$ cat src/rtl/vpic_pkg.sv
// shared constants for the vectored priority interrupt controller
package vpic_pkg;

  // ---------------------------------------------------------------
  // source layout
  // ---------------------------------------------------------------
  localparam int NUM_INT = 8;
  localparam int NUM_EXT = 3;
  localparam int NUM_SRC = 11;
  localparam int SRC_W = 4;
  localparam int PRI_W = 3;
  localparam int ADDR_W = 8;
  localparam int DATA_W = 32;

  // ---------------------------------------------------------------
  // register offsets (byte addresses)
  // ---------------------------------------------------------------
  localparam logic [7:0] OFS_SMR_BASE = 8'h00;
  localparam logic [7:0] OFS_ENABLE = 8'h40;
  localparam logic [7:0] OFS_DISABLE = 8'h44;
  localparam logic [7:0] OFS_MASK = 8'h48;
  localparam logic [7:0] OFS_PENDING = 8'h4C;
  localparam logic [7:0] OFS_CLEAR = 8'h50;
  localparam logic [7:0] OFS_VECTOR = 8'h54;
  localparam logic [7:0] OFS_EOI = 8'h58;
  localparam logic [7:0] OFS_FAST_MODE = 8'h5C;
  localparam logic [7:0] OFS_STATUS = 8'h60;

  // ---------------------------------------------------------------
  // source mode fields
  // ---------------------------------------------------------------
  localparam int FLD_PRI_LSB = 0;
  localparam int FLD_TYPE_LSB = 4;
  localparam int FLD_TYPE_W = 2;
  localparam logic [1:0] TYPE_LVL_LOW = 2'h0;
  localparam logic [1:0] TYPE_EDGE_FALL = 2'h1;
  localparam logic [1:0] TYPE_LVL_HIGH = 2'h2;
  localparam logic [1:0] TYPE_EDGE_RISE = 2'h3;
  localparam logic [5:0] SMR_RESET = 6'h20;
  localparam logic [SRC_W-1:0] VEC_NONE = 4'hF;
  localparam logic [DATA_W-1:0] STATUS_MASK = 32'h0000_00FF;

  typedef enum logic [1:0] {
    VPIC_IDLE = 2'b00,
    VPIC_REQ = 2'b01,
    VPIC_SERV = 2'b11
  } vpic_state_t;

endpackage

$ cat src/rtl/vpic_ctrl.sv
// vectored priority interrupt controller top
// Contract
// - fast request asserted only by the external fast-request pin
// - standard request from any peripheral or the three external standard pins; during service only from a level above the serviced one
// - eight-level priority encoder, level per source set by software
// - each standard source maskable, the fast source not; status register names the serviced source
// - internal sources selectable edge or level sensitive
// - external sources rising, falling, high or low sensitive
`timescale 1ns/1ps
module vpic_ctrl
(
  input wire logic clk_sys,
  input wire logic arst_n,
  input wire logic [7:0] periph_irq,
  input wire logic ext_fast_req_pin,
  input wire logic ext_std_req_pin_0,
  input wire logic ext_std_req_pin_1,
  input wire logic ext_std_req_pin_2,
  input wire logic [7:0] reg_addr,
  input wire logic [31:0] reg_wdata,
  input wire logic reg_wr,
  input wire logic reg_rd,
  output logic [31:0] reg_rdata,
  output logic cpu_fast_req_n,
  output logic cpu_std_req_n
);

  localparam int NS = vpic_pkg::NUM_SRC;
  localparam logic [7:0] SMR_END = 8'(vpic_pkg::OFS_SMR_BASE + 4 * NS);

  // ---------------------------------------------------------------
  // configuration registers
  // ---------------------------------------------------------------
  logic [5:0] smr_r [NS];
  logic [1:0] fast_type_r;
  logic [NS-1:0] enable_r;
  logic [NS-1:0] src_in;
  logic [NS-1:0] pend;
  logic [NS-1:0] clr;
  logic [NS-1:0] active;
  logic fast_pend;
  logic fast_clr;
  logic wr_smr;
  logic [3:0] wr_idx;
  logic rd_vec;

  assign src_in = {ext_std_req_pin_2, ext_std_req_pin_1, ext_std_req_pin_0, periph_irq};
  assign wr_smr = reg_wr && (reg_addr < SMR_END) && (reg_addr[1:0] == 2'h0);
  assign wr_idx = reg_addr[5:2];
  assign rd_vec = reg_rd && (reg_addr == vpic_pkg::OFS_VECTOR);

  always_ff @(posedge clk_sys or negedge arst_n)
  begin
    if (!arst_n)
    begin
      for (int i = 0; i < NS; i++)
        smr_r[i] <= vpic_pkg::SMR_RESET;
    end
    else if (wr_smr)
    begin
      smr_r[wr_idx] <= reg_wdata[5:0];
    end
  end

  always_ff @(posedge clk_sys or negedge arst_n)
  begin
    if (!arst_n)
      fast_type_r <= vpic_pkg::TYPE_LVL_LOW;
    else if (reg_wr && reg_addr == vpic_pkg::OFS_FAST_MODE)
      fast_type_r <= reg_wdata[1:0];
  end

  always_ff @(posedge clk_sys or negedge arst_n)
  begin
    if (!arst_n)
      enable_r <= '0;
    else if (reg_wr && reg_addr == vpic_pkg::OFS_ENABLE)
      enable_r <= enable_r | reg_wdata[NS-1:0];
    else if (reg_wr && reg_addr == vpic_pkg::OFS_DISABLE)
      enable_r <= enable_r & ~reg_wdata[NS-1:0];
  end

  // ---------------------------------------------------------------
  // source conditioning
  // ---------------------------------------------------------------
  // sensitivity per source
  genvar g;
  generate
    for (g = 0; g < NS; g++)
    begin : g_src
      vpic_src_cond u_cond
      (
        .clk_sys(clk_sys),
        .arst_n(arst_n),
        .src_in(src_in[g]),
        .src_type(smr_r[g][vpic_pkg::FLD_TYPE_LSB +: vpic_pkg::FLD_TYPE_W]),
        .clr(clr[g]),
        .pend(pend[g])
      );
    end
  endgenerate

  vpic_src_cond u_fast
  (
    .clk_sys(clk_sys),
    .arst_n(arst_n),
    .src_in(ext_fast_req_pin),
    .src_type(fast_type_r),
    .clr(fast_clr),
    .pend(fast_pend)
  );

  // ---------------------------------------------------------------
  // priority encoder and service state
  // ---------------------------------------------------------------
  vpic_pkg::vpic_state_t state_r;
  logic [3:0] best_idx;
  logic [2:0] best_pri;
  logic best_vld;
  logic [3:0] vec_r;
  logic [2:0] cur_pri_r;
  logic eoi;

  assign active = pend & enable_r;
  assign eoi = reg_wr && reg_addr == vpic_pkg::OFS_EOI;
  assign fast_clr = reg_wr && reg_addr == vpic_pkg::OFS_CLEAR && reg_wdata[NS];

  // highest level wins, lowest index on a tie
  always_comb
  begin
    best_idx = vpic_pkg::VEC_NONE;
    best_pri = 3'h0;
    best_vld = 1'b0;
    for (int i = 0; i < NS; i++)
    begin
      if (active[i] && (!best_vld || smr_r[i][2:0] > best_pri))
      begin
        best_idx = 4'(i);
        best_pri = smr_r[i][2:0];
        best_vld = 1'b1;
      end
    end
  end

  // edge flags clear on vector read or explicit clear
  always_comb
  begin
    clr = '0;
    if (reg_wr && reg_addr == vpic_pkg::OFS_CLEAR)
      clr = reg_wdata[NS-1:0];
    if (rd_vec && best_vld)
      clr[best_idx] = 1'b1;
  end

  always_ff @(posedge clk_sys or negedge arst_n)
  begin
    if (!arst_n)
    begin
      state_r <= vpic_pkg::VPIC_IDLE;
      vec_r <= vpic_pkg::VEC_NONE;
      cur_pri_r <= 3'h0;
    end
    else
    begin
      unique case (state_r)
        vpic_pkg::VPIC_IDLE:
          if (best_vld)
            state_r <= vpic_pkg::VPIC_REQ;
        vpic_pkg::VPIC_REQ:
          if (rd_vec && best_vld)
          begin
            vec_r <= best_idx;
            cur_pri_r <= best_pri;
            state_r <= vpic_pkg::VPIC_SERV;
          end
          else if (!best_vld)
            state_r <= vpic_pkg::VPIC_IDLE;
        vpic_pkg::VPIC_SERV:
          if (eoi)
          begin
            vec_r <= vpic_pkg::VEC_NONE;
            state_r <= vpic_pkg::VPIC_IDLE;
          end
      endcase
    end
  end

  // ---------------------------------------------------------------
  // processor request outputs
  // ---------------------------------------------------------------
  // fast request only from the fast pin
  always_ff @(posedge clk_sys or negedge arst_n)
  begin
    if (!arst_n)
      cpu_fast_req_n <= 1'b1;
    else
      cpu_fast_req_n <= ~fast_pend;
  end

  // standard request from any enabled source, or in service only from one of a higher level
  always_ff @(posedge clk_sys or negedge arst_n)
  begin
    if (!arst_n)
      cpu_std_req_n <= 1'b1;
    else if (state_r == vpic_pkg::VPIC_SERV)
      cpu_std_req_n <= ~(best_vld && best_pri > cur_pri_r);
    else
      cpu_std_req_n <= ~best_vld;
  end

  // ---------------------------------------------------------------
  // register read
  // ---------------------------------------------------------------
  always_ff @(posedge clk_sys or negedge arst_n)
  begin
    if (!arst_n)
      reg_rdata <= 32'h0000_0000;
    else if (reg_rd)
    begin
      reg_rdata <= 32'h0000_0000;
      if (reg_addr < SMR_END && reg_addr[1:0] == 2'h0)
        reg_rdata[5:0] <= smr_r[wr_idx];
      else
        unique case (reg_addr)
          vpic_pkg::OFS_MASK: reg_rdata[NS-1:0] <= enable_r;
          vpic_pkg::OFS_PENDING: reg_rdata[NS:0] <= {fast_pend, pend};
          vpic_pkg::OFS_VECTOR: reg_rdata[3:0] <= best_vld ? best_idx : vpic_pkg::VEC_NONE;
          vpic_pkg::OFS_FAST_MODE: reg_rdata[1:0] <= fast_type_r;
          vpic_pkg::OFS_STATUS: reg_rdata[5:0] <= {state_r, vec_r};
          default: reg_rdata <= 32'h0000_0000;
        endcase
    end
  end

  // ---------------------------------------------------------------
  // checks
  // ---------------------------------------------------------------
  a_fast_only_pin: assert property (@(posedge clk_sys) disable iff (!arst_n)
    !cpu_fast_req_n |-> $past(fast_pend))
    else $error("fast request without fast pin");

  a_std_from_src: assert property (@(posedge clk_sys) disable iff (!arst_n)
    !cpu_std_req_n |-> $past(|active))
    else $error("standard request with no active source");

  a_std_release: assert property (@(posedge clk_sys) disable iff (!arst_n)
    !(|active) |=> cpu_std_req_n)
    else $error("standard request not released");

  a_std_assert: assert property (@(posedge clk_sys) disable iff (!arst_n)
    (|active && state_r != vpic_pkg::VPIC_SERV) |=> !cpu_std_req_n)
    else $error("standard request missing");

  a_mask_blocks: assert property (@(posedge clk_sys) disable iff (!arst_n)
    (enable_r == '0) |=> cpu_std_req_n)
    else $error("masked sources raised request");

  a_vec_latch: assert property (@(posedge clk_sys) disable iff (!arst_n)
    (state_r == vpic_pkg::VPIC_REQ && rd_vec && best_vld) |=> vec_r == $past(best_idx))
    else $error("vector not latched");

  a_pri_best: assert property (@(posedge clk_sys) disable iff (!arst_n)
    best_vld |-> active[best_idx])
    else $error("encoder picked inactive source");

  a_edge_hold: assert property (@(posedge clk_sys) disable iff (!arst_n)
    (smr_r[0][5:4] == vpic_pkg::TYPE_EDGE_RISE && $rose(src_in[0]) && !clr[0])
      |=> pend[0])
    else $error("rising edge not captured");

  a_ext_level: assert property (@(posedge clk_sys) disable iff (!arst_n)
    (smr_r[8][5:4] == vpic_pkg::TYPE_LVL_LOW) |-> pend[8] == !src_in[8])
    else $error("low level source mismatch");

  a_fast_release: assert property (@(posedge clk_sys) disable iff (!arst_n)
    !fast_pend |=> cpu_fast_req_n)
    else $error("fast request not released");

  a_fast_fall: assert property (@(posedge clk_sys) disable iff (!arst_n)
    (fast_type_r == vpic_pkg::TYPE_EDGE_FALL && $fell(ext_fast_req_pin)) |=> fast_pend)
    else $error("fast falling edge not captured");

  a_serv_quiet: assert property (@(posedge clk_sys) disable iff (!arst_n)
    (state_r == vpic_pkg::VPIC_SERV && !(best_vld && best_pri > cur_pri_r)) |=> cpu_std_req_n)
    else $error("request during service without higher level");

  a_vec_none: assert property (@(posedge clk_sys) disable iff (!arst_n)
    (rd_vec && !best_vld) |=> reg_rdata[3:0] == vpic_pkg::VEC_NONE)
    else $error("vector read without source not empty");

  a_int_level: assert property (@(posedge clk_sys) disable iff (!arst_n)
    (smr_r[1][5:4] == vpic_pkg::TYPE_LVL_HIGH) |-> pend[1] == src_in[1])
    else $error("high level source mismatch");

endmodule // vpic_ctrl

$ cat src/rtl/vpic_src_cond.sv
// per-source sensitivity conditioning: edge or level, either polarity
`timescale 1ns/1ps
module vpic_src_cond
(
  input wire logic clk_sys,
  input wire logic arst_n,
  input wire logic src_in,
  input wire logic [1:0] src_type,
  input wire logic clr,
  output logic pend
);

  logic prev_r;
  logic edge_pend_r;
  logic is_edge;
  logic hit;

  always_ff @(posedge clk_sys or negedge arst_n)
  begin
    if (!arst_n)
      prev_r <= 1'b0;
    else
      prev_r <= src_in;
  end

  always_comb
  begin
    is_edge = src_type[0];
    unique case (src_type)
      vpic_pkg::TYPE_EDGE_RISE: hit = src_in & ~prev_r;
      vpic_pkg::TYPE_EDGE_FALL: hit = ~src_in & prev_r;
      vpic_pkg::TYPE_LVL_HIGH: hit = src_in;
      vpic_pkg::TYPE_LVL_LOW: hit = ~src_in;
    endcase
  end

  // set wins over clear
  always_ff @(posedge clk_sys or negedge arst_n)
  begin
    if (!arst_n)
      edge_pend_r <= 1'b0;
    else if (is_edge && hit)
      edge_pend_r <= 1'b1;
    else if (clr || !is_edge)
      edge_pend_r <= 1'b0;
  end

  assign pend = is_edge ? edge_pend_r : hit;

endmodule // vpic_src_cond

$ cat config.mk
export PLATFORM = sky130hd
export DESIGN_NAME = vpic_ctrl
export DESIGN_NICKNAME = d
export VERILOG_FILES = /design/src/rtl/vpic_pkg.sv /design/src/rtl/vpic_ctrl.sv /design/src/rtl/vpic_src_cond.sv
export SDC_FILE = /design/constraint.sdc
export NUM_CORES = 1
export LEC_CHECK = 0
export BUFFER_PORTS_ARGS = -buffer_cell sky130_fd_sc_hd__buf_2
export CORE_MARGIN = 1
export CORE_UTILIZATION = 36
export CTS_CLUSTER_DIAMETER = 30
export DETAILED_ROUTE_END_ITERATION = 8
export HOLD_SLACK_MARGIN = 0.08
export PLACE_DENSITY = 0.57
export SLEW_MARGIN = 20
export SYNTH_ARGS = -nofsm -noshare
export SYNTH_HDL_FRONTEND = slang
export SYNTH_HIERARCHICAL = 1
export SYNTH_SLANG_ARGS = --single-unit
$ cat constraint.sdc
create_clock -name clk_sys -period 32.5 [get_ports clk_sys]
set_clock_uncertainty 0.15 [all_clocks]
set_input_delay 4.875 -clock clk_sys [delete_from_list [all_inputs] [get_ports clk_sys]]
set_output_delay 4.875 -clock clk_sys [all_outputs]
set_load 0.1 [all_outputs]
# == Yosys cells after proc, flatten, opt, wreduce, memory -nomap -nowiden ==
# Index checks and enable logic that the tools add are counted.
# totals
register_bits,146
inputBits,56
out_inout_bits,34
word_cells,388
# op_classes
n_lt_le_gt_ge,16
n_eq_ne,51
mux,110
n_bitwise,57
reduce_logical,111
# ops
cell,count
"== test 8 x 7 -> 1 bit, second input constant",9
bitwise mux 66 bit,1
2-to-1 mux 4 bit,14
"== test 2 bit, second input constant",25
2-to-1 mux 1 bit,50
case mux 1 bit (4 select lines),12
2-to-1 mux 11 bit,4
logical AND 1 bit,36
greater-than comparator 3 bit,11
2-to-1 mux 3 bit,11
2-to-1 mux 6 bit,5
zero test 2 bit,14
nonzero test 2 bit,14
NOT 1 bit,27
"== test 2 x 1 -> 1 bit, second input constant",13
AND 1 bit,24
binary-select mux 6 bit (select 4 bit),1
demux 6 bit (select 4 bit),1
AND 11 bit,2
zero test 1 bit,22
logical OR 1 bit,22
OR 11 bit,2
case mux 2 bit (3 select lines),2
NOT 11 bit,1
16 further kinds,22

# == Longest topological paths before layout ==
# Gate-level depths: netlist of run 1.
# logic_depth
depth_word,55
ltp_mapped,84
mapped_depth_nobuf,82

# == Hierarchy ==
# The synthesis of run 1 kept the hierarchy.
# by_module_without_submodules
module,instances,cells_per_inst,area_per_inst_um2,seq_area_each_um2
vpic_ctrl,1,668,6686.4,2573.7
vpic_src_cond,12,8,100.1,50.0

# == Least setup slack after synthesis of run 1 ==
# Ideal clock, no wire load.
# synth_path
path_type,input-to-reg
from,input periph_irq[0]
to,register cpu_std_req_n
setup_time_ns,0.079
arrival_time_ns,18.873
required_time_ns,32.271
path_slack_ns,13.398
stages,78
path_buffers,2
cell_sequence,xor2_1 o21ai_1 nand3_1 ha_1 and3_1 a21oi_1 o211ai_1 and2_1 ha_1 a21oi_1 a211oi_1 or2_2 o31ai_1 ha_1 nand3b_1 a32oi_1 o21bai_1 mux2_2 (+42 left out) a22oi_1 a2bb2oi_2 o2bb2ai_1 a31oi_1 inv_1 ha_1 nor2b_1 o21ai_0 inv_1 o21ai_0 a21o_1 nor2_1 a21oi_1 ha_1 a21o_1 a21oi_1 a31oi_1 o21ai_0
# synth_between
elab_chain_cells,50
word_cells_on_any_way,73
cone_classes,11 x order compare; 25 x mux; 6 x bitwise; 31 x reduce/logical
# synth_rtl
item,line_no,source
"start, declared",vpic_ctrl.sv:14,"input wire logic [7:0] periph_irq,"
NOT 1 bit,"vpic_src_cond.sv:31, vpic_src_cond.sv:33",
AND 1 bit,vpic_src_cond.sv:31,vpic_pkg::TYPE_EDGE_FALL: hit = ~src_in & prev_r;
case mux 1 bit (4 select lines) (*),vpic_src_cond.sv:29,unique case (src_type)
2-to-1 mux 1 bit (*),vpic_src_cond.sv:48,assign pend = is_edge ? edge_pend_r : hit;
net pend[0],vpic_ctrl.sv:38,logic [NS-1:0] pend;
AND 11 bit (*),vpic_ctrl.sv:124,assign active = pend & enable_r;
2-to-1 mux 3 bit / 2-to-1 mux 1 bit (equally long branches),vpic_ctrl.sv:136,if (active[i] && (!best_vld || smr_r[i][2:0] > best_pri))
greater-than comparator 3 bit / zero test 1 bit (equally long branches),vpic_ctrl.sv:136,
(+36 left out),-,
logical OR 1 bit,vpic_ctrl.sv:136,
logical AND 1 bit,vpic_ctrl.sv:136,
2-to-1 mux 3 bit (*),vpic_ctrl.sv:136,
net best_pri[1],vpic_ctrl.sv:118,logic [2:0] best_pri;
greater-than comparator 3 bit (*),vpic_ctrl.sv:206,cpu_std_req_n <= ~(best_vld && best_pri > cur_pri_r);
logical AND 1 bit (*),vpic_ctrl.sv:206,
NOT 1 bit (*),vpic_ctrl.sv:206,
2-to-1 mux 1 bit (*),vpic_ctrl.sv:205,else if (state_r == vpic_pkg::VPIC_SERV)
"end signal, assigned",vpic_ctrl.sv:206,
"end signal, assigned",vpic_ctrl.sv:208,cpu_std_req_n <= ~best_vld;
"end, declared",vpic_ctrl.sv:25,output logic cpu_std_req_n
# The timed path passes the listed nets; every way through them passes the cells marked *.
# A chain may end at the register's enable or synchronous reset.

# == Worst setup path in the final report of run 1 ==
# Ends and elaborated chain as after synthesis.

==> out/results.ini, run 1 <==
[outcome]
status=completed

[sta]
fmax_mhz=45.13
setup-tns-final_ns=0
maxSlewViolCount=0
final.min_clock_period_ns=22.16
hold_violations=0
timing.final.ws_setup_ns=10.34
setup_viol_count_final=0
worstMarginPinSlew_ns=1.054
rsz0062_at_grt=false
min_period_over_period_pct=68.19
slew_headroom_pct=29.10

[floorplanning]
core_area_sq_mm=0.02122
die_y_um=150.0
rows=53
start_util_pct=37.17
die_x_um=150.0
dieArea_sq_mm=0.02251
ios=90

[place]
io_buffers=49
gp_congestion=0.8884
place_worst_setup_slack_ns=10.27
hpwl_um=16170

[pwr]
ir_drop_v=0.00003483
p_sw_uw=139.7
intPower_uw=304.6
leakage_nw=4.048
power_frac_clock_pct=43.3
seqPwrFrac_pct=38.5
cellPowerDensity_mw_per_mm2=49.89
switching_share_pct=31.44
comb_power_share_pct=18.2

[min_path]
holdPathStages=2
hp-class=flop to flop

[global_route]
grt_pass1_wl_um=35100
grt_pass1_vias=6075
overflow=0
grt_max_degree=67
antenna_found_initial=1
grt_usage_pct=20.93

[setup_path]
start_kind=primary input
critPathSlowestCell=a31oi_1
slowest_delay_ns=0.63
arrival_ns=22.33
worst-r2r-setup-slack_ns=14.42
cp.required_ns=32.67
reg2reg_depth=75
critical_path_class=primary input to flop
cp_max_fo=11
cpMostUsedCell=ha_1
critPathCaptureType=flop

[cts]
clkLatencyLatePin_ns=0.42
cts_root_buf=clkbuf_16
path_clk_slew_ns=0.06
h-tree-depth=4
clockBufferDepth=2
post-cts-setup-buffers=0
cts-resized-gates=0
cts_buffers=17
ctsHoldBuffers=0
cts_tree=yes
clock-sinks=126

[route]
vias_per_cell=5.761
wl_per_cell_um=20.42
firstDrtPassIters=7
finalWirelength_um=22360
drt-initial-drc-count=476
antenna_left=0
drc=0
vias=6308

[logic_synthesis]
yosys_warnings=6
synth_edf_count=0
synthArstFlopShare_pct=100.0
ys.flop_type=dfrtp_1
syn_inst=764
synth_cell_types=69
syn_area_sq_mm=0.007888
synth_seq_cells=126
syn_area_per_cell_sq_um=10.32
yosysSeqAreaShare_pct=40.24

[final_layout]
diodes=0
final_cell_mix=dfrtp_1 (109), nand2_1 (72), mux2_2 (65)
final_common_cell=dfrtp_1
layout-drive-gt1-share_pct=26.34
fin_nets=892
fin_util_pct=41.96
syn_to_final_growth_pct=12.88

[run]
maxCapViolations=0

-- per-stage QoR --
step	hold WS (ns)	total power, mW	instances	area [sq um]
final	0.3515	0.4442	1095	8904
after global routing	0.3655	0.4635	1095	8904
after CTS	0.3540	0.4489	1095	8904
after detailed placement	0.3390	0.2538	1063	8307
after global placement	0.3321	0.2531	1063	8307
after floorplan	0.3239	0.2337	783	7959
-- metal layers --
metal	wire length [um]	GRT usage [%]	up-vias
met2	10360	32.59	209
met4	335	5.758	0
li1	-	-	2928
met3	1364	4.848	29
met1	10310	28.96	3142
met5	0	0	-
-- power by group through the flow --
stage / sequential, mW / combinational, mW / clock [mW]
finish: 0.171 / 0.0809 / 0.192
global route: 0.172 / 0.0880 / 0.204
CTS: 0.171 / 0.0805 / 0.198
detailed placement: 0.174 / 0.0803 / 0
global placement: 0.173 / 0.0796 / 0
floorplan: 0.182 / 0.0521 / 0
-- cell type report --
type | count | area, sq um
clock inverter | 14 | 157.7
clock buffer | 18 | 439.2
inverter | 24 | 90.09
multi-input combinational | 583 | 4402
sequential | 126 | 3174
fill | 2106 | 12320
tap | 275 | 344.1
timing repair buffer | 55 | 296.5
-- final timing paths --
check	start	to
hold / removal	reg_rdata[1]	reg_rdata[1]
min in group asynchronous	arst_n	g_src[8].u_cond/prev_r
hold reg to reg	reg_rdata[1]	reg_rdata[1]
setup / recovery	periph_irq[0]	cpu_std_req_n
setup reg to reg	smr_r[65]	cpu_std_req_n
max in group asynchronous	arst_n	smr_r[20]
-- cells in the mapped netlist, drive strengths merged, types with 13 or more instances --
| master | instances | area [sq um] |
|---|---|---|
| mux2 | 66 | 747.0 |
| nand2 | 73 | 276.5 |
| o211ai | 18 | 200.2 |
| and3 | 14 | 91.34 |
| dfrtp | 109 | 2728 |
| ha | 29 | 362.9 |
| o21ai | 40 | 200.2 |
| inv | 24 | 90.09 |
| nor2 | 47 | 176.4 |
| nand3 | 15 | 75.07 |
| nand4b | 13 | 113.9 |
| buf | 27 | 202.7 |
| a22o | 18 | 158.9 |
| a21oi | 39 | 195.2 |
| a22oi | 15 | 112.6 |
| dfstp | 17 | 446.7 |
| clkbuf | 23 | 90.09 |
| mux2i | 16 | 160.2 |
-- cell families after synthesis --
family	Yosys count	share of synthesized area [%]
adders and majority gates	29	4.600
buffers and inverters	74	4.854
and+or+nand+nor	230	15.77
DFF	126	40.24
xor gates and xnor gates	12	1.332
AOI/OAI and AO/OA	198	18.23
muxes	94	14.93
other	1	0.04754
-- worst max-delay path: cells and delay by family --
kind,cells,cell delay [ns]
muxes,4,1.43
adders and majority gates,11,3.28
AOI/OAI and AO/OA,40,9.48
xor gates and xnor gates,1,0.14
and+or+nand+nor,16,2.73
buffers and inverters,4,0.36
-- flip-flops by register name, summed over array words and instances, names as in the netlist, named ones only --
register	count
u_fast/edge_pend_r	1
g_src.u_cond/prev_r	11
state_r	2
fast_type_r	2
cpu_std_req_n	1
u_fast/prev_r	1
smr_r	66
g_src.u_cond/edge_pend_r	11
vec_r	4
cur_pri_r	3
cpu_fast_req_n	1
reg_rdata	12
No activity file was read; power rests on OpenSTA's default activity.
==> run 2, diff against run 1 <==
--- a/config.mk
+++ b/config.mk
@@ -11,7 +11,7 @@
 export CTS_CLUSTER_DIAMETER = 30
 export DETAILED_ROUTE_END_ITERATION = 8
 export HOLD_SLACK_MARGIN = 0.08
-export PLACE_DENSITY = 0.57
+export PLACE_DENSITY = 0.59
 export SLEW_MARGIN = 20
 export SYNTH_ARGS = -nofsm -noshare
 export SYNTH_HDL_FRONTEND = slang
==> constraint.sdc (replaced) <==
create_clock -name clk_sys -period 19.7 [get_ports clk_sys]
set_clock_uncertainty 0.15 [all_clocks]
set_input_delay 2.955 -clock clk_sys [delete_from_list [all_inputs] [get_ports clk_sys]]
set_output_delay 2.955 -clock clk_sys [all_outputs]
set_load 0.1 [all_outputs]
==> out/results.ini, run 2 (synthesis gave the netlist of run 1 again) <==
[cts]
cts_buffers=17  ; unchanged
cts_root_buf=clkbuf_16
clkLatencyLatePin_ns=0.43  ; about the same
clock-sinks=126  ; unchanged
path_clk_slew_ns=0.06  ; about the same
clockBufferDepth=2  ; unchanged
cts_tree=yes
h-tree-depth=4  ; unchanged
post-cts-setup-buffers=0  ; unchanged

[setup_path]
slowest_delay_ns=0.42  ; -0.21 ns
critical_path_class=primary input to flop
start_kind=primary input
cpMostUsedCell=ha_1
cp_max_fo=11  ; unchanged
arrival_ns=18.43  ; -3.90 ns
critPathCaptureType=flop
cp.required_ns=19.88  ; -12.79 ns
critPathSlowestCell=mux2_2

[place]
place_worst_setup_slack_ns=0.8654  ; -9.404 ns
io_buffers=49  ; unchanged
hpwl_um=16240  ; +0.46%
gp_congestion=0.9285  ; +4.5%

[sta]
worstMarginPinSlew_ns=1.066  ; +0.01200 ns
maxSlewViolCount=0  ; unchanged
setup-tns-final_ns=0  ; unchanged
whs_ns=0.3458  ; -0.005785 ns
fmax_mhz=54.81
hold_violations=0  ; unchanged
slew_headroom_pct=28.69  ; -0.41 points
final.min_clock_period_ns=18.25
setup_viol_count_final=0  ; unchanged
timing.final.ws_setup_ns=1.455  ; -8.885 ns
rsz0062_at_grt=false
min_period_over_period_pct=92.62

[final_layout]
fillers=2068  ; -1.8%
final_cell_mix=dfrtp_1 (109), nand2_1 (72), mux2_2 (65)
regMostFlops=smr_r
final_common_cell=dfrtp_1
fin_nets=906  ; +1.6%
multiInputGateArea_sq_mm=0.004409  ; +0.17%
diodes=0  ; unchanged
top_regs=smr_r: 66 flops, reg_rdata: 12 flops
syn_to_final_growth_pct=14.12
largest_reg_flops=66  ; unchanged
layout-drive-gt1-share_pct=27.82  ; +1.5 points
seq_area_sq_mm=0.003174  ; unchanged

[floorplanning]
ios=90  ; unchanged
die_x_um=150.0  ; unchanged
die_y_um=150.0  ; unchanged
core_area_sq_mm=0.02122  ; unchanged
start_util_pct=37.17  ; unchanged
rows=53  ; unchanged
dieArea_sq_mm=0.02251  ; unchanged

[global_route]
grt_pass1_vias=6082  ; +0.12%
antenna_found_initial=1  ; unchanged
grt_usage_pct=21.17  ; +0.24 points
grt_pass1_wl_um=35320  ; +0.63%
grt_max_degree=78  ; +16%
overflow=0  ; unchanged

[run]
maxCapViolations=0  ; unchanged

[outcome]
status=completed

[min_path]
hp-class=flop to flop

[route]
antenna_left=0  ; unchanged
vias_per_cell=5.721  ; -0.68%
drc=0  ; unchanged
drt-initial-drc-count=517  ; +8.6%
vias=6345  ; +0.59%
finalWirelength_um=22340  ; about the same
firstDrtPassIters=5  ; -2
wl_per_cell_um=20.15  ; -1.4%

[pwr]
total_power_uw=735.6  ; +66%
leakage_nw=4.114  ; +1.6%
ir_drop_v=0.00005840  ; +68%
cellPowerDensity_mw_per_mm2=81.72  ; +64%

-- run 2: through the flow --
| stage | std cells | utilization (%) | instance area, sq um |
|---|---|---|---|
| 2_1_floorplan | 783 | - | 7959 |
| 3_3_place_gp | 1077 | 39.64 | 8412 |
| 3_5_place_dp | 1077 | 39.64 | 8412 |
| 4_1_cts | 1109 | 42.38 | 8994 |
| 5_1_grt | 1109 | 42.42 | 9001 |
| 6_report | 1109 | 42.42 | 9001 |
-- run 2: routing by layer --
layer  vias up  routed length, um  track usage [%]  share of wire, %
li1       2936                  -                -                 -
met1      3165              10120            29.12                45
met2       212              10400            32.64                47
met3        30               1308            4.390               5.9
met4         2                493            7.828               2.2
met5         -                 15                0             0.067
-- run 2: worst paths after layout --
check | from | end | slack, ns | depth (start not counted)
max | periph_irq[0] | cpu_std_req_n | 1.45 | 82
min | reg_rdata[3] | reg_rdata[3] | 0.35 | 2
max reg2reg | smr_r[65] | cpu_std_req_n | 3.60 | 81
min reg2reg | reg_rdata[3] | reg_rdata[3] | 0.35 | 2
max in group asynchronous | arst_n | smr_r[6] | 15.80 | 2
min in group asynchronous | arst_n | g_src[8].u_cond/prev_r | 2.39 | 1
-- run 2: power by group --
part	switching (mW)	internal, mW	leakage, nW	total, mW
registers	0.0107	0.271	1.61	0.282
logic	0.0950	0.0440	2.22	0.139
clock network	0.134	0.181	0.289	0.315
total	0.239	0.496	4.11	0.736
-- run 2: cell type report --
cell class | instances | share of cell area (%)
repair buffers | 69 | 4.462
multi-input cells | 583 | 48.99
clock buffers | 18 | 4.879
inverters | 24 | 1.001
flip-flops and latches | 126 | 35.27
well taps | 275 | 3.823
clock inverters | 14 | 1.585
-- run 2: critical path, delay by kind of cell --
family	cells	cell delay, ns
mux	5	1.59
simple gates	18	2.61
compound gates	39	7.22
buf+inv	8	0.92
fa+ha+maj	11	3.00
xor+xnor	1	0.14
-- run 2: repair_timing --
action,in CTS,in global routing
gates resized for setup,0,2
hold buffers,0,0
endpoints found under the setup margin,0,11
